### src/pkg/etcmp_pkg.sv
package etcmp_pkg;

	// register offsets on the serial register port
	localparam logic [5:0] MATCH_ONE_HIGH_ADDR = 6'h1B;
	localparam logic [5:0] MATCH_ONE_LOW_ADDR  = 6'h1C;
	localparam logic [5:0] MATCH_TWO_HIGH_ADDR = 6'h1D;
	localparam logic [5:0] MATCH_TWO_LOW_ADDR  = 6'h1E;

	// field layout of a high register
	localparam int OFF_BIT     = 15;
	localparam int HIGH_MSB    = 7;
	localparam int CMP_WIDTH   = 24;
	localparam int LOW_WIDTH   = 16;
	localparam int HIGH_WIDTH  = 8;

	// reset values
	localparam logic       OFF_RESET  = 1'h0;
	localparam logic [7:0] HIGH_RESET = 8'hFF;
	localparam logic [15:0] LOW_RESET = 16'hFFFF;

	// serial framing
	localparam int           HEADER_BITS = 8;
	localparam int           WORD_BITS   = 16;
	localparam int           RD_BIT      = 7;
	localparam logic [4:0]   CNT_HEADER  = 5'h08;
	localparam logic [4:0]   CNT_WORD    = 5'h18;
	localparam logic [15:0]  READ_ZERO   = 16'h0000;
	localparam logic [6:0]   RSVD_ZERO   = 7'h00;

	typedef struct packed {
		logic       off;
		logic [7:0] hi;
	} etcmp_stage_type;

	typedef struct packed {
		logic        off;
		logic [23:0] value;
	} etcmp_active_type;

	typedef enum logic [1:0] {
		ETCMP_HEAD,
		ETCMP_DATA,
		ETCMP_IDLE
	} etcmp_phase_type;

endpackage : etcmp_pkg

### src/rtl/etcmp_top.sv
`timescale 1ns/1ps

// Function
// - bit 15 disables channel one, reset enabled
// - bit 15 disables channel two, reset enabled
// - high bits 7-0 hold compare 23-16, ones
// - low register holds compare 15-0, ones
// - high write only stages, nothing active changes
// - low write loads all 24 bits together
// - lone low write uses present high contents
// - compare value is absolute event timer time
// - disable masks interrupt and blocks new status flag sets; a set flag stays set
module etcmp_top (
	input  wire logic        sys_clk,
	input  wire logic        sys_rst,
	input  wire logic        spi_sclk,
	input  wire logic        spi_cs_n,
	input  wire logic        spi_mosi,
	output logic             spi_miso_out,
	output logic             spi_miso_oe_n,
	input  wire logic [23:0] timer_value,
	input  wire logic [1:0]  match_clear,
	output logic [1:0]       match_flag,
	output logic [1:0]       match_irq,
	output logic [1:0]       match_off,
	output logic [23:0]      match_time_one,
	output logic [23:0]      match_time_two
);

	// register index: bit 1 is channel, bit 0 is low half
	function automatic logic [2:0] reg_decode(input logic [5:0] addr);
		logic [5:0] rel;
		rel = addr - etcmp_pkg::MATCH_ONE_HIGH_ADDR;
		if (addr >= etcmp_pkg::MATCH_ONE_HIGH_ADDR &&
		    addr <= etcmp_pkg::MATCH_TWO_LOW_ADDR) begin
			reg_decode = {1'b1, rel[1:0]};
		end else begin
			reg_decode = 3'h0;
		end
	endfunction : reg_decode

	logic [2:0]                  sclk_sync_reg;
	logic [1:0]                  cs_sync_reg;
	logic [1:0]                  mosi_sync_reg;
	logic                        sclk_rise;
	logic                        sclk_fall;
	logic                        cs_act;
	etcmp_pkg::etcmp_phase_type  phase_reg;
	logic [4:0]                  bit_cnt_reg;
	logic [15:0]                 shift_reg;
	logic [15:0]                 shift_next;
	logic                        rd_reg;
	logic [5:0]                  addr_reg;
	logic [15:0]                 tx_reg;
	logic                        tx_fresh_reg;
	logic                        word_done;
	logic                        head_done;
	logic [2:0]                  dec;
	etcmp_pkg::etcmp_stage_type  stage_reg [2];
	logic [15:0]                 low_reg [2];
	etcmp_pkg::etcmp_active_type active_reg [2];
	logic [1:0]                  eq_prev_reg;
	logic [1:0]                  eq_now;
	logic [1:0]                  flag_reg;

	// link inputs pass two flip-flops; sclk keeps a third for edges
	always_ff @(posedge sys_clk) begin
		if (sys_rst) begin
			sclk_sync_reg <= 3'h0;
			cs_sync_reg   <= 2'h3;
			mosi_sync_reg <= 2'h0;
		end else begin
			sclk_sync_reg <= {sclk_sync_reg[1:0], spi_sclk};
			cs_sync_reg   <= {cs_sync_reg[0], spi_cs_n};
			mosi_sync_reg <= {mosi_sync_reg[0], spi_mosi};
		end
	end

	assign cs_act    = ~cs_sync_reg[1];
	assign sclk_rise = cs_act & sclk_sync_reg[1] & ~sclk_sync_reg[2];
	assign sclk_fall = cs_act & ~sclk_sync_reg[1] & sclk_sync_reg[2];
	assign shift_next = {shift_reg[14:0], mosi_sync_reg[1]};
	assign head_done = sclk_rise && phase_reg == etcmp_pkg::ETCMP_HEAD &&
	                   bit_cnt_reg == etcmp_pkg::CNT_HEADER - 5'h01;
	assign word_done = sclk_rise && phase_reg == etcmp_pkg::ETCMP_DATA &&
	                   bit_cnt_reg == etcmp_pkg::CNT_WORD - 5'h01;
	assign dec = reg_decode(addr_reg);

	// serial framing: header byte then 16-bit words, address auto-advances
	always_ff @(posedge sys_clk) begin
		if (sys_rst || !cs_act) begin
			phase_reg   <= etcmp_pkg::ETCMP_HEAD;
			bit_cnt_reg <= 5'h00;
			shift_reg   <= 16'h0000;
			rd_reg      <= 1'b0;
			addr_reg    <= 6'h00;
		end else if (sclk_rise) begin
			shift_reg <= shift_next;
			case (phase_reg)
				etcmp_pkg::ETCMP_HEAD: begin
					if (head_done) begin
						rd_reg      <= shift_next[etcmp_pkg::RD_BIT];
						addr_reg    <= shift_next[5:0];
						phase_reg   <= etcmp_pkg::ETCMP_DATA;
					end
					bit_cnt_reg <= bit_cnt_reg + 5'h01;
				end
				etcmp_pkg::ETCMP_DATA: begin
					if (word_done) begin
						addr_reg    <= addr_reg + 6'h01;
						bit_cnt_reg <= etcmp_pkg::CNT_HEADER;
					end else begin
						bit_cnt_reg <= bit_cnt_reg + 5'h01;
					end
				end
				default: begin
					phase_reg <= etcmp_pkg::ETCMP_HEAD;
				end
			endcase
		end
	end

	function automatic logic [15:0] read_word(input logic [2:0] d,
		input etcmp_pkg::etcmp_stage_type st [2],
		input logic [15:0] lo [2]);
		if (!d[2]) begin
			read_word = etcmp_pkg::READ_ZERO;
		end else if (d[0]) begin
			read_word = lo[d[1]];
		end else begin
			read_word = {st[d[1]].off, etcmp_pkg::RSVD_ZERO, st[d[1]].hi};
		end
	endfunction : read_word

	// read data loads at each word boundary and shifts on falling edges
	always_ff @(posedge sys_clk) begin
		if (sys_rst || !cs_act) begin
			tx_reg       <= 16'h0000;
			tx_fresh_reg <= 1'b0;
		end else if (head_done) begin
			tx_reg       <= read_word(reg_decode(shift_next[5:0]),
			                          stage_reg, low_reg);
			tx_fresh_reg <= 1'b1;
		end else if (word_done) begin
			tx_reg       <= read_word(reg_decode(addr_reg + 6'h01),
			                          stage_reg, low_reg);
			tx_fresh_reg <= 1'b1;
		end else if (sclk_fall) begin
			if (tx_fresh_reg) begin
				tx_fresh_reg <= 1'b0;
			end else begin
				tx_reg <= {tx_reg[14:0], 1'b0};
			end
		end
	end

	always_ff @(posedge sys_clk) begin
		if (sys_rst) begin
			spi_miso_out  <= 1'b0;
			spi_miso_oe_n <= 1'b1;
		end else begin
			spi_miso_out  <= tx_reg[15];
			spi_miso_oe_n <= ~(cs_act && rd_reg &&
			                   phase_reg == etcmp_pkg::ETCMP_DATA);
		end
	end

	// staged and active compare registers per channel
	for (genvar ch = 0; ch < 2; ch++) begin : g_chan
		always_ff @(posedge sys_clk) begin
			if (sys_rst) begin
				stage_reg[ch].off <= etcmp_pkg::OFF_RESET;
				stage_reg[ch].hi  <= etcmp_pkg::HIGH_RESET;
				low_reg[ch]       <= etcmp_pkg::LOW_RESET;
				active_reg[ch]    <= {etcmp_pkg::OFF_RESET,
				                      etcmp_pkg::HIGH_RESET,
				                      etcmp_pkg::LOW_RESET};
			end else if (word_done && !rd_reg && dec[2] &&
			             dec[1] == 1'(ch)) begin
				if (!dec[0]) begin
					// staging only; active state untouched
					stage_reg[ch].off <= shift_next[etcmp_pkg::OFF_BIT];
					stage_reg[ch].hi  <= shift_next[etcmp_pkg::HIGH_MSB:0];
				end else begin
					low_reg[ch] <= shift_next;
					// one parallel load from present high contents
					active_reg[ch] <= {stage_reg[ch].off,
					                   stage_reg[ch].hi, shift_next};
				end
			end
		end

		// absolute time equality against the event timer
		assign eq_now[ch] = ~active_reg[ch].off &&
		                    timer_value == active_reg[ch].value;

		always_ff @(posedge sys_clk) begin
			if (sys_rst) begin
				eq_prev_reg[ch] <= 1'b0;
				flag_reg[ch]    <= 1'b0;
			end else begin
				eq_prev_reg[ch] <= eq_now[ch];
				// set on first equal cycle, set wins over clear
				if (eq_now[ch] && !eq_prev_reg[ch]) begin
					flag_reg[ch] <= 1'b1;
				end else if (match_clear[ch]) begin
					flag_reg[ch] <= 1'b0;
				end
			end
		end

		assign match_off[ch] = active_reg[ch].off;
	end

	assign match_flag     = flag_reg;
	assign match_irq      = flag_reg & ~match_off;
	assign match_time_one = active_reg[0].value;
	assign match_time_two = active_reg[1].value;

endmodule : etcmp_top

### config.mk
export PLATFORM = sky130hd
export DESIGN_NAME = etcmp_top
export DESIGN_NICKNAME = d
export VERILOG_FILES = /design/src/pkg/etcmp_pkg.sv /design/src/rtl/etcmp_top.sv
export SDC_FILE = /design/constraint.sdc
export NUM_CORES = 1
export LEC_CHECK = 0
export ABC_AREA = 1
export BUFFER_PORTS_ARGS = -buffer_cell sky130_fd_sc_hd__buf_2
export CAP_MARGIN = 20
export CELL_PAD_IN_SITES_DETAIL_PLACEMENT = 2
export CELL_PAD_IN_SITES_GLOBAL_PLACEMENT = 2
export CORE_ASPECT_RATIO = 0.7
export CORE_MARGIN = 10
export CORE_UTILIZATION = 35
export CTS_BUF_LIST = sky130_fd_sc_hd__clkbuf_8
export CTS_CLUSTER_SIZE = 10
export DETAILED_ROUTE_END_ITERATION = 8
export PLACE_DENSITY = 0.8
export SETUP_SLACK_MARGIN = 0.2
export SYNTH_ARGS = -nofsm -noshare
export SYNTH_HDL_FRONTEND = slang
export SYNTH_SLANG_ARGS = --single-unit
export TNS_END_PERCENT = 50
### constraint.sdc
create_clock -name sys_clk -period 3.95 [get_ports sys_clk]
set_clock_uncertainty 0.2 [all_clocks]
set_input_delay 0.395 -clock sys_clk [delete_from_list [all_inputs] [get_ports sys_clk]]
set_output_delay 0.395 -clock sys_clk [all_outputs]
set_load 0.05 [all_outputs]
* Word level (Yosys, flattened, before mapping)
Memory sizes are Yosys's and may differ from the RTL's.
Cells that the tools add are included.
** Operators by class
- Add/sub/neg operators :: 5
- Reductions and logical operators :: 35
- Bitwise operators :: 19
- Mux-type cells :: 53
- Order comparisons :: 8
- Equality and inequality tests :: 8
** Operators with widths (number)
- $mux W16 :: 14
- $mux W9 :: 6
- $mux W25 :: 2
- $eq A24 B24 Y1 :: 2
- $mux W3 :: 8
- $ge A6 B5 Y1 const B :: 3
- $le A6 B5 Y1 const B :: 3
- $logic_and A1 B1 Y1 :: 17
- $mux W1 :: 16
- $mux W6 :: 2
- $pmux W6 S2 :: 1
- $reduce_and A2 Y1 :: 6
- $pmux W5 S2 :: 1
- $not A1 Y1 :: 9
- $add A6 B1 Y6 const B :: 1
- $reduce_and A3 Y1 :: 2
- $reduce_bool A2 Y1 :: 3
- $sub A2 B2 Y2 const B :: 3
- $add A5 B1 Y5 const B :: 1
- $eq A5 B3 Y1 const B :: 1
- $eq A5 B5 Y1 const B :: 1
- $mux W5 :: 1
- $and A1 B1 Y1 :: 4
- $ge A2 B2 Y1 const B :: 2
- 14 further kinds :: 19
** Word-level totals
- Word-level logic and storage cells :: 151
- Bits of input ports :: 31
- Memories :: 1
- Flip-flop bits (word level) :: 109
- Output and inout bits :: 56
- Memory bits (writable) :: 50
** Memory list
- active_reg :: words 2, bits a word 25, read ports 2, clocked after memory_dff 0, wr ports 2, line etcmp_top.sv:61 : etcmp_pkg::etcmp_active_type active_reg [2];

* Depth between registers and ports, before layout
Gate-level depths: netlist (run 1).
- Depth in word-level cells :: 16
- Gate-level depth with buffers :: 16
- Depth with buffers taken out :: 13

* Least setup slack after synthesis (run 1)
Ideal clock, no wire load.
- Kind :: register to register
- From :: register addr_reg[0]
- To :: memory active_reg[0][0] (netlist bit) (enable)
- Setup time :: 382 ps
- Stages on the path, launching flop included :: 10
- Clock period less this slack :: 2847 ps
- Buffers on the path :: 3
- Path slack :: 1103 ps
- Arrival :: 2265 ps
- Required time :: 3368 ps
- Cell sequence :: dfxtp_1 buf_2 inv_1 ha_1 buf_2 inv_1 nor4_1 nand2_1 clkbuf_1 nand2_1
** RTL lines
- from (decl) :: line etcmp_top.sv:53 : logic [5:0] addr_reg;
- from (signal assigned) :: line etcmp_top.sv:103 : addr_reg <= shift_next[5:0];
- from (signal assigned) :: line etcmp_top.sv:110 : addr_reg <= addr_reg + 6'h01;
- to (decl) :: line etcmp_top.sv:61

* Worst setup path in the final report (run 1)
- From :: register addr_reg[0]
- To :: register tx_reg[3]
** On the way
- Longest elaborated chain between the ends :: 15
- Elaborated cells between the ends (all ways) :: 20
- Classes of those cells :: add/sub: 2; order compare: 2; mux: 14; bitwise: 1; reduce/logical: 1
** RTL lines
- $add A6 B1 Y6 (*) :: line etcmp_top.sv:145 : tx_reg <= read_word(reg_decode(addr_reg + 6'h01),
- $ge A6 B5 Y1 or $le A6 B5 Y1 (tied branches) :: line etcmp_top.sv:34, etcmp_top.sv:35
- $logic_and A1 B1 Y1 :: line etcmp_top.sv:34 : if (addr >= etcmp_pkg::MATCH_ONE_HIGH_ADDR &&
- $mux W3 (*) :: line etcmp_top.sv:34
- $mux W3 (*) :: line etcmp_top.sv:144 : end else if (word_done) begin
- $mux W3 (*) :: line etcmp_top.sv:140 : end else if (head_done) begin
- $mux W3 (*) :: line etcmp_top.sv:137 : if (sys_rst || !cs_act) begin
- $not A1 Y2 (not written as such) :: line etcmp_top.sv:129, etcmp_top.sv:131
- $mux W9 (not written as such) or $mux W16 (tied branches) (3 in a row) :: line etcmp_top.sv:131, etcmp_top.sv:129
- $mux W16 :: line etcmp_top.sv:128 : end else if (d[0]) begin
- $mux W16 (*) :: line etcmp_top.sv:126 : if (!d[2]) begin
- $mux W16 (*) :: line etcmp_top.sv:144
- $mux W16 (*) :: line etcmp_top.sv:140
- to (signal assigned) :: line etcmp_top.sv:141 : tx_reg <= read_word(reg_decode(shift_next[5:0]),
- to (signal assigned) :: line etcmp_top.sv:145
- to (signal assigned) :: line etcmp_top.sv:152 : tx_reg <= {tx_reg[14:0], 1'b0};
- to (decl) :: line etcmp_top.sv:54 : logic [15:0] tx_reg;
Mark *: on every way between the ends. The rest lies on a longest branch, timed or not. The select of a mux whose other input is x is not followed.
A chain may end at the register's enable or synchronous reset.

==> out/metrics.cfg, run 1 <==
[clock_network]
clockRootBuffer=clkbuf_8
cts_tree=built
clk-insertion-delay-late_ns=0.50
numCtsBuffers=17
cts_setup_buffers=0
cts_buffer_depth=2
path_clk_slew_ns=0.10
cts.sinks=158
htree_levels=4

[synth]
synth_compound_area_share_pct=14.2
ys_seq_area_share_pct=47.7
synth_edf_count=50
synth_area_per_cell_um2=7.63
synth_mux_area_share_pct=0
synth_area_mm2=0.00769
yosys.area_share.adder_pct=0.977
synth-async-reset-ratio_pct=0
synth_ff_type=dfxtp_1
synth_simple_gate_area_share_pct=25.9
yosys_warnings=0
synth_cell_types=38
synth-xor-area-share_pct=1.03
synthCells=1008
synth_top_family_by_area=simple AND/OR/NAND/NOR gates
synth_nets=1045
ys_ff_latch=158

[grt]
grt_usage_pct=22.8
antenna_found_initial=1
grt_pass1_vias=7667
grt-ovfl-total=0
grt_pass1_wl_mm=48.8
grt_max_degree=52

[timing]
period_share_pct=85.4
rsz0062_at_grt=false
finalSetupTns_ns=0
relSlewSlack_pct=47.2
drv_slew=0
setup_viol=0
hold_viol=0
max_clock_freq_mhz=297
tightest_slew_ns=0.789
finalCriticalPeriod_ns=3.37

[routing]
post_drt_wl_per_cell_um=23.2
drt_pass1_iterations=5
vias_per_cell=5.42
num_vias=7490
wl_mm=32.1
drc_errors=0
ant_nets=0
drt_iter0_drc=612

[worst_setup_path]
crit_type=reg2reg
critPathSlowestCell=ha_1
cp_cell_sequence=inv_1 -> ha_1 -> inv_1 -> nand2_1 -> nand3_1 -> nand2_1 -> inv_1 -> nor2_1 -> buf_4 -> nand2_1 -> nor2_2 -> nand3_1 -> a21oi_1
worstPathRequired_ns=4.17
critPathMaxStageDelay_ns=0.67
cp_data_arrival_time_ns=3.59
startpoint_type=flip-flop
cp-end-kind=flip-flop
critical_path.max_fanout=19

[power_and_ir_drop]
p_leak_nw=3.74
peakVddDrop_mv=0.249
p_per_area_mw_per_mm2=343

[worst_hold_path]
hold_path.class=in2reg

[layout]
nNetsFinal=1124
seq_area_mm2=0.00366
final_util_pct=40.8
multi_input_comb_area_mm2=0.00324
drive_gt1_share_pct=14.9
area_growth_pct=14.7
n_fill_cell=2586
insertedDiodeCount=0
largest_reg_flops=50

[floorplan]
core_mm2=0.0216
dieArea_mm2=0.0284
start_util_pct=35.5
rows=45
io_pins=87
dieWidth_um=197
die_y_um=144

[outcome]
status=finished, final reports clean

[place]
dp_hpwl_mm=24.6
gp_congestion=0.905
numPortBuffers=86

[job]
max-cap-violations=0

-- cell usage in the layout, fill, tap and decap left out, types with 2 or more instances in the layout --
cell type / instances
nand3_1: 63
ha_1: 6
dlygate4sd3_1: 5
buf_4: 14
nand3b_1: 17
nor3_1: 6
buf_2: 86
xnor2_1: 4
o211ai_1: 30
or2_2: 13
clkinv_1: 2
nor4_1: 4
edfxtp_1: 50
inv_1: 148
o2111ai_1: 4
a211oi_1: 6
nand4_1: 24
dfxtp_1: 108
nand3_2: 4
inv_2: 8
clkbuf_8: 17
a31oi_1: 5
xor2_1: 5
nand2_1: 235
nor2_1: 65
o21ai_0: 74
o22ai_1: 8
a221oi_1: 5
clkinv_2: 2
clkinvlp_4: 3
a21oi_1: 56
nor2_2: 4
inv_8: 2
inv_6: 5
nor3b_1: 2
-- repair_timing --
| item | 4_1_cts | 5_1_grt |
|---|---|---|
| gates resized for setup | 0 | 0 |
| hold buffers | 5 | 0 |
| hold endpoints to repair | 5 | 0 |
-- Yosys cell counts, types with 4 or more instances --
| library cell | instances | area, µm² |
|---|---|---|
| nand2_1 | 235 | 882 |
| inv_1 | 148 | 556 |
| dfxtp_1 | 108 | 2160 |
| o21ai_0 | 74 | 370 |
| nor2_1 | 66 | 248 |
| nand3_1 | 63 | 315 |
| a21oi_1 | 56 | 280 |
| edfxtp_1 | 50 | 1500 |
| o211ai_1 | 30 | 225 |
| clkbuf_1 | 26 | 97.6 |
| nand4_1 | 24 | 150 |
| nand3b_1 | 17 | 128 |
| or2_2 | 13 | 81.3 |
| buf_2 | 12 | 60.1 |
| inv_2 | 8 | 30.0 |
| o22ai_1 | 8 | 50.1 |
| a211oi_1 | 6 | 45.0 |
| ha_1 | 6 | 75.1 |
| nor3_1 | 6 | 30.0 |
| a221oi_1 | 5 | 43.8 |
| a31oi_1 | 5 | 31.3 |
| xor2_1 | 5 | 43.8 |
| buf_1 | 4 | 15.0 |
| nand3_2 | 4 | 40.0 |
| nor4_1 | 4 | 25.0 |
| o2111ai_1 | 4 | 35.0 |
| xnor2_1 | 4 | 35.0 |
-- metrics by stage --
stage	worst slack (ns)	instance area [µm²]	cells	hold WS, ns	power [mW]
6_report	0.577	8820	1382	0.0715	3.03
5_1_grt	0.274	8820	1382	0.0850	3.13
4_1_cts	0.584	8820	1382	0.0529	3.04
3_5_place_dp	0.608	8380	1345	0.204	1.82
3_3_place_gp	0.598	8380	1345	0.190	1.82
2_1_floorplan	1.10	7690	1008	0.188	1.77
-- critical path: cells and delay by family, from the launching register on --
family / cells / cell delay (ns)
compound gates: 1 / 0.14
flops: 1 / 0.55
fa+ha+maj: 1 / 0.67
simple gates: 7 / 1.09
buf+inv: 4 / 0.64
-- where the power goes --
| group | switching [mW] | internal (mW) |
|---|---|---|
| logic | 0.0784 | 0.0343 |
| registers | 0.00358 | 1.67 |
| clock network | 0.717 | 0.518 |
| total | 0.799 | 2.23 |
-- logic make-up (layout without fill, tap and decap cells) --
family / Yosys count / after routing
buffers and inverters: 203 / 295
adders and majority gates: 6 / 6
AOI/OAI and AO/OA: 189 / 189
DFF: 158 / 158
xor gates and xnor gates: 9 / 9
and+or+nand+nor: 443 / 443
-- final timing paths --
check / depth (start not counted) / to / slack (ns) / start
hold reg to reg: 2 / mosi_sync_reg[1] / 0.22 / mosi_sync_reg[0]
setup reg to reg: 13 / tx_reg[3] / 0.58 / addr_reg[0]
setup / recovery: 13 / tx_reg[3] / 0.58 / addr_reg[0]
hold / removal: 5 / low_reg[0] / 0.07 / sys_rst
-- routing by layer --
metal,GRT usage (%),vias to the layer above,part of all wire (%)
met4,7.02,0,2.0
met5,0,-,0
li1,-,3476,-
met1,31.8,3745,49
met3,5.64,36,7.1
met2,33.8,233,42
-- final cells by class --
class,count,share of cell area [%]
clock inverters,15,1.74
repair buffers,105,6.64
flip-flops and latches,158,41.5
clock buffers,17,2.65
well taps,282,4.00
inverters,158,6.72
multi-input cells,647,36.7
No activity file was read; power rests on OpenSTA's default activity.
==> run 2, diff against run 1 <==
--- a/config.mk
+++ b/config.mk
@@ -17,5 +17,6 @@
 export CTS_CLUSTER_SIZE = 10
 export DETAILED_ROUTE_END_ITERATION = 8
-export PLACE_DENSITY = 0.8
+export PLACE_DENSITY_LB_ADDON = 0.1
+export REMOVE_ABC_BUFFERS = 1
 export SETUP_SLACK_MARGIN = 0.2
 export SYNTH_ARGS = -nofsm -noshare
==> constraint.sdc (replaced) <==
create_clock -name sys_clk -period 3.95 [get_ports sys_clk]
set_clock_uncertainty 0.2 [all_clocks]
set_input_delay 0.1975 -clock sys_clk [delete_from_list [all_inputs] [get_ports sys_clk]]
set_output_delay 0.1975 -clock sys_clk [all_outputs]
set_load 0.05 [all_outputs]
==> run 2 against run 1 <==
  * Wire length up 0.76%
  * Die area unchanged
  * Via count fell by 0.37%
  * Sequential cell count stayed put
  * Sequential power is essentially flat
  * Critical path type unchanged
  * Critical endpoint is now tx_reg[13]
  * Highest routed layer unchanged
==> out/metrics.cfg, run 2 (same netlist as run 1, synthesis figures left out) <==
[worst_setup_path]
critPathMaxStageDelay_ns=0.68  ; was 0.67 ns
startpoint=addr_reg[0]  ; unchanged
critical_path.max_fanout=15  ; was 19
startpoint_type=flip-flop  ; unchanged
rr_worst_depth=12  ; was 13
cp-end-kind=flip-flop  ; unchanged
cp_cell_sequence=inv_1 -> ha_1 -> inv_1 -> nand2_1 -> nand3_1 -> nand2_1 -> inv_1 -> nor2_1 -> nand3_2 -> nor2_1 -> o211ai_1 -> a21oi_1  ; was inv_1 -> ha_1 -> inv_1 -> nand2_1 -> nand3_1 -> nand2_1 -> inv_1 -> nor2_1 -> buf_4 -> nand2_1 -> nor2_2 -> nand3_1 -> a21oi_1
critPathSlowestCell=ha_1  ; unchanged
crit_type=reg2reg  ; unchanged
crit_path_frequent_cell=inv_1
reg2reg_from=addr_reg[0]  ; unchanged
cp_data_arrival_time_ns=3.60  ; was 3.59 ns
worstPathRequired_ns=4.16  ; was 4.17 ns

[routing]
num_vias=7462  ; was 7,490
wl_mm=32.3  ; was 32.1 mm
drt_pass1_iterations=7  ; was 5
drt_iter0_drc=516  ; was 612
post_drt_wl_per_cell_um=23.2  ; about the same
drc_errors=0  ; unchanged
vias_per_cell=5.36  ; was 5.42
ant_nets=0  ; unchanged

[timing]
finalSetupTns_ns=0  ; unchanged
max_clock_freq_mhz=294  ; was 297 MHz
fin_ws_ns=0.553  ; was 0.577 ns
relSlewSlack_pct=29.8  ; was 47.2%
period_share_pct=86.0  ; was 85.4%
tightest_slew_ns=1.05  ; was 0.789 ns
setup_viol=0  ; unchanged
hold-worst-slack_ns=0.0247  ; was 0.0715 ns
finalCriticalPeriod_ns=3.40  ; was 3.37 ns
hold_viol=0  ; unchanged
rsz0062_at_grt=false  ; unchanged
drv_slew=0  ; unchanged

[worst_hold_path]
min_from=timer_value[16]  ; was sys_rst
hold_path.class=in2reg  ; unchanged
whs_path_depth=5  ; unchanged

[floorplan]
rows=45  ; unchanged
dieArea_mm2=0.0284  ; unchanged
io_pins=87  ; unchanged
die_y_um=144  ; unchanged
start_util_pct=35.5  ; unchanged
dieWidth_um=197  ; unchanged
core_mm2=0.0216  ; unchanged

[power_and_ir_drop]
power_mw=3.18  ; was 3.03 mW
p_leak_nw=3.81  ; was 3.74 nW
peakVddDrop_mv=0.201  ; was 0.249 mV
p_per_area_mw_per_mm2=355  ; was 343 mW/mm²

[place]
numPortBuffers=86  ; unchanged
post_dp_cell_area_mm2=0.00840  ; was 0.00838 mm²
placed_cells=1348  ; was 1,345
dp_hpwl_mm=24.5  ; was 24.6 mm
post-place-ws_ns=0.562  ; was 0.608 ns
gp_congestion=0.862  ; was 0.905

[layout]
final_cell_mix=nand2_1 (234), inv_1 (148), dfxtp_1 (108), buf_2 (86), o21ai_0 (74)  ; was nand2_1 (235), inv_1 (148), dfxtp_1 (108), buf_2 (86), o21ai_0 (74)
insertedDiodeCount=0  ; unchanged
instances_no_fill=1392  ; was 1,382
n_fill_cell=2572  ; was 2,586
layout_commonest_cell=nand2_1  ; unchanged
largest_reg_flops=50  ; unchanged
final_cell_area_mm2=0.00896  ; was 0.00882 mm²
final_util_pct=41.4  ; was 40.8%
area_growth_pct=16.6  ; was 14.7%
nNetsFinal=1134  ; was 1,124
drive_gt1_share_pct=15.1  ; was 14.9%

[clock_network]
cts_tree=built  ; unchanged
htree_levels=4  ; unchanged
clockRootBuffer=clkbuf_8  ; unchanged
cts_buffer_depth=2  ; unchanged
clk-insertion-delay-late_ns=0.48  ; was 0.50 ns
cts.sinks=158  ; unchanged
path_clk_slew_ns=0.10  ; about the same
numCtsBuffers=17  ; unchanged

[grt]
grt-ovfl-total=0  ; unchanged
antenna_found_initial=0  ; was 1
grt_pass1_vias=7851  ; was 7,667
grt_pass1_wl_mm=49.1  ; was 48.8 mm
grt_max_degree=41  ; was 52
grt_usage_pct=22.9  ; was 22.8%

[job]
max-cap-violations=0  ; unchanged

[outcome]
status=finished, final reports clean  ; unchanged

-- run 2: layout make-up --
cell class	instances	area [µm²]	area share [%]
well taps	282	353	3.94
clock buffers	17	234	2.61
flip-flops and latches	158	3660	40.9
clock inverters	15	199	2.22
inverters	158	593	6.62
multi-input cells	647	3240	36.2
repair buffers	115	678	7.57
-- run 2: worst paths after layout --
path                 endpoint  slack [ns]
max                tx_reg[13]        0.55
min reg2reg  mosi_sync_reg[1]        0.21
min            eq_prev_reg[0]        0.02
max reg2reg        tx_reg[13]        0.55
-- run 2: report_power, final --
part	internal (mW)	switching [mW]	total (mW)
registers	1.67	0.00388	1.68
clock network	0.648	0.726	1.37
logic	0.0389	0.0865	0.125
-- run 2: repair_timing --
item                       4_1_cts  5_1_grt
hold endpoints to repair        12        0
buffers inserted                 0        0
resized for setup                0        1
setup endpoints to repair        0        1
hold buffers                    12        0
-- run 2: metal layers --
layer / GRT usage, % / wire length (µm)
met2: 35.5 / 14400
met5: 0 / 0
met1: 31.8 / 15400
met4: 5.85 / 497
met3: 4.92 / 2000
-- run 2: critical path, delay by kind of cell, from the launching register on --
| kind | cells | cell delay, ns |
|---|---|---|
| flops | 1 | 0.55 |
| fa+ha+maj | 1 | 0.68 |
| buf+inv | 3 | 0.37 |
| compound gates | 2 | 0.37 |
| simple gates | 6 | 1.14 |
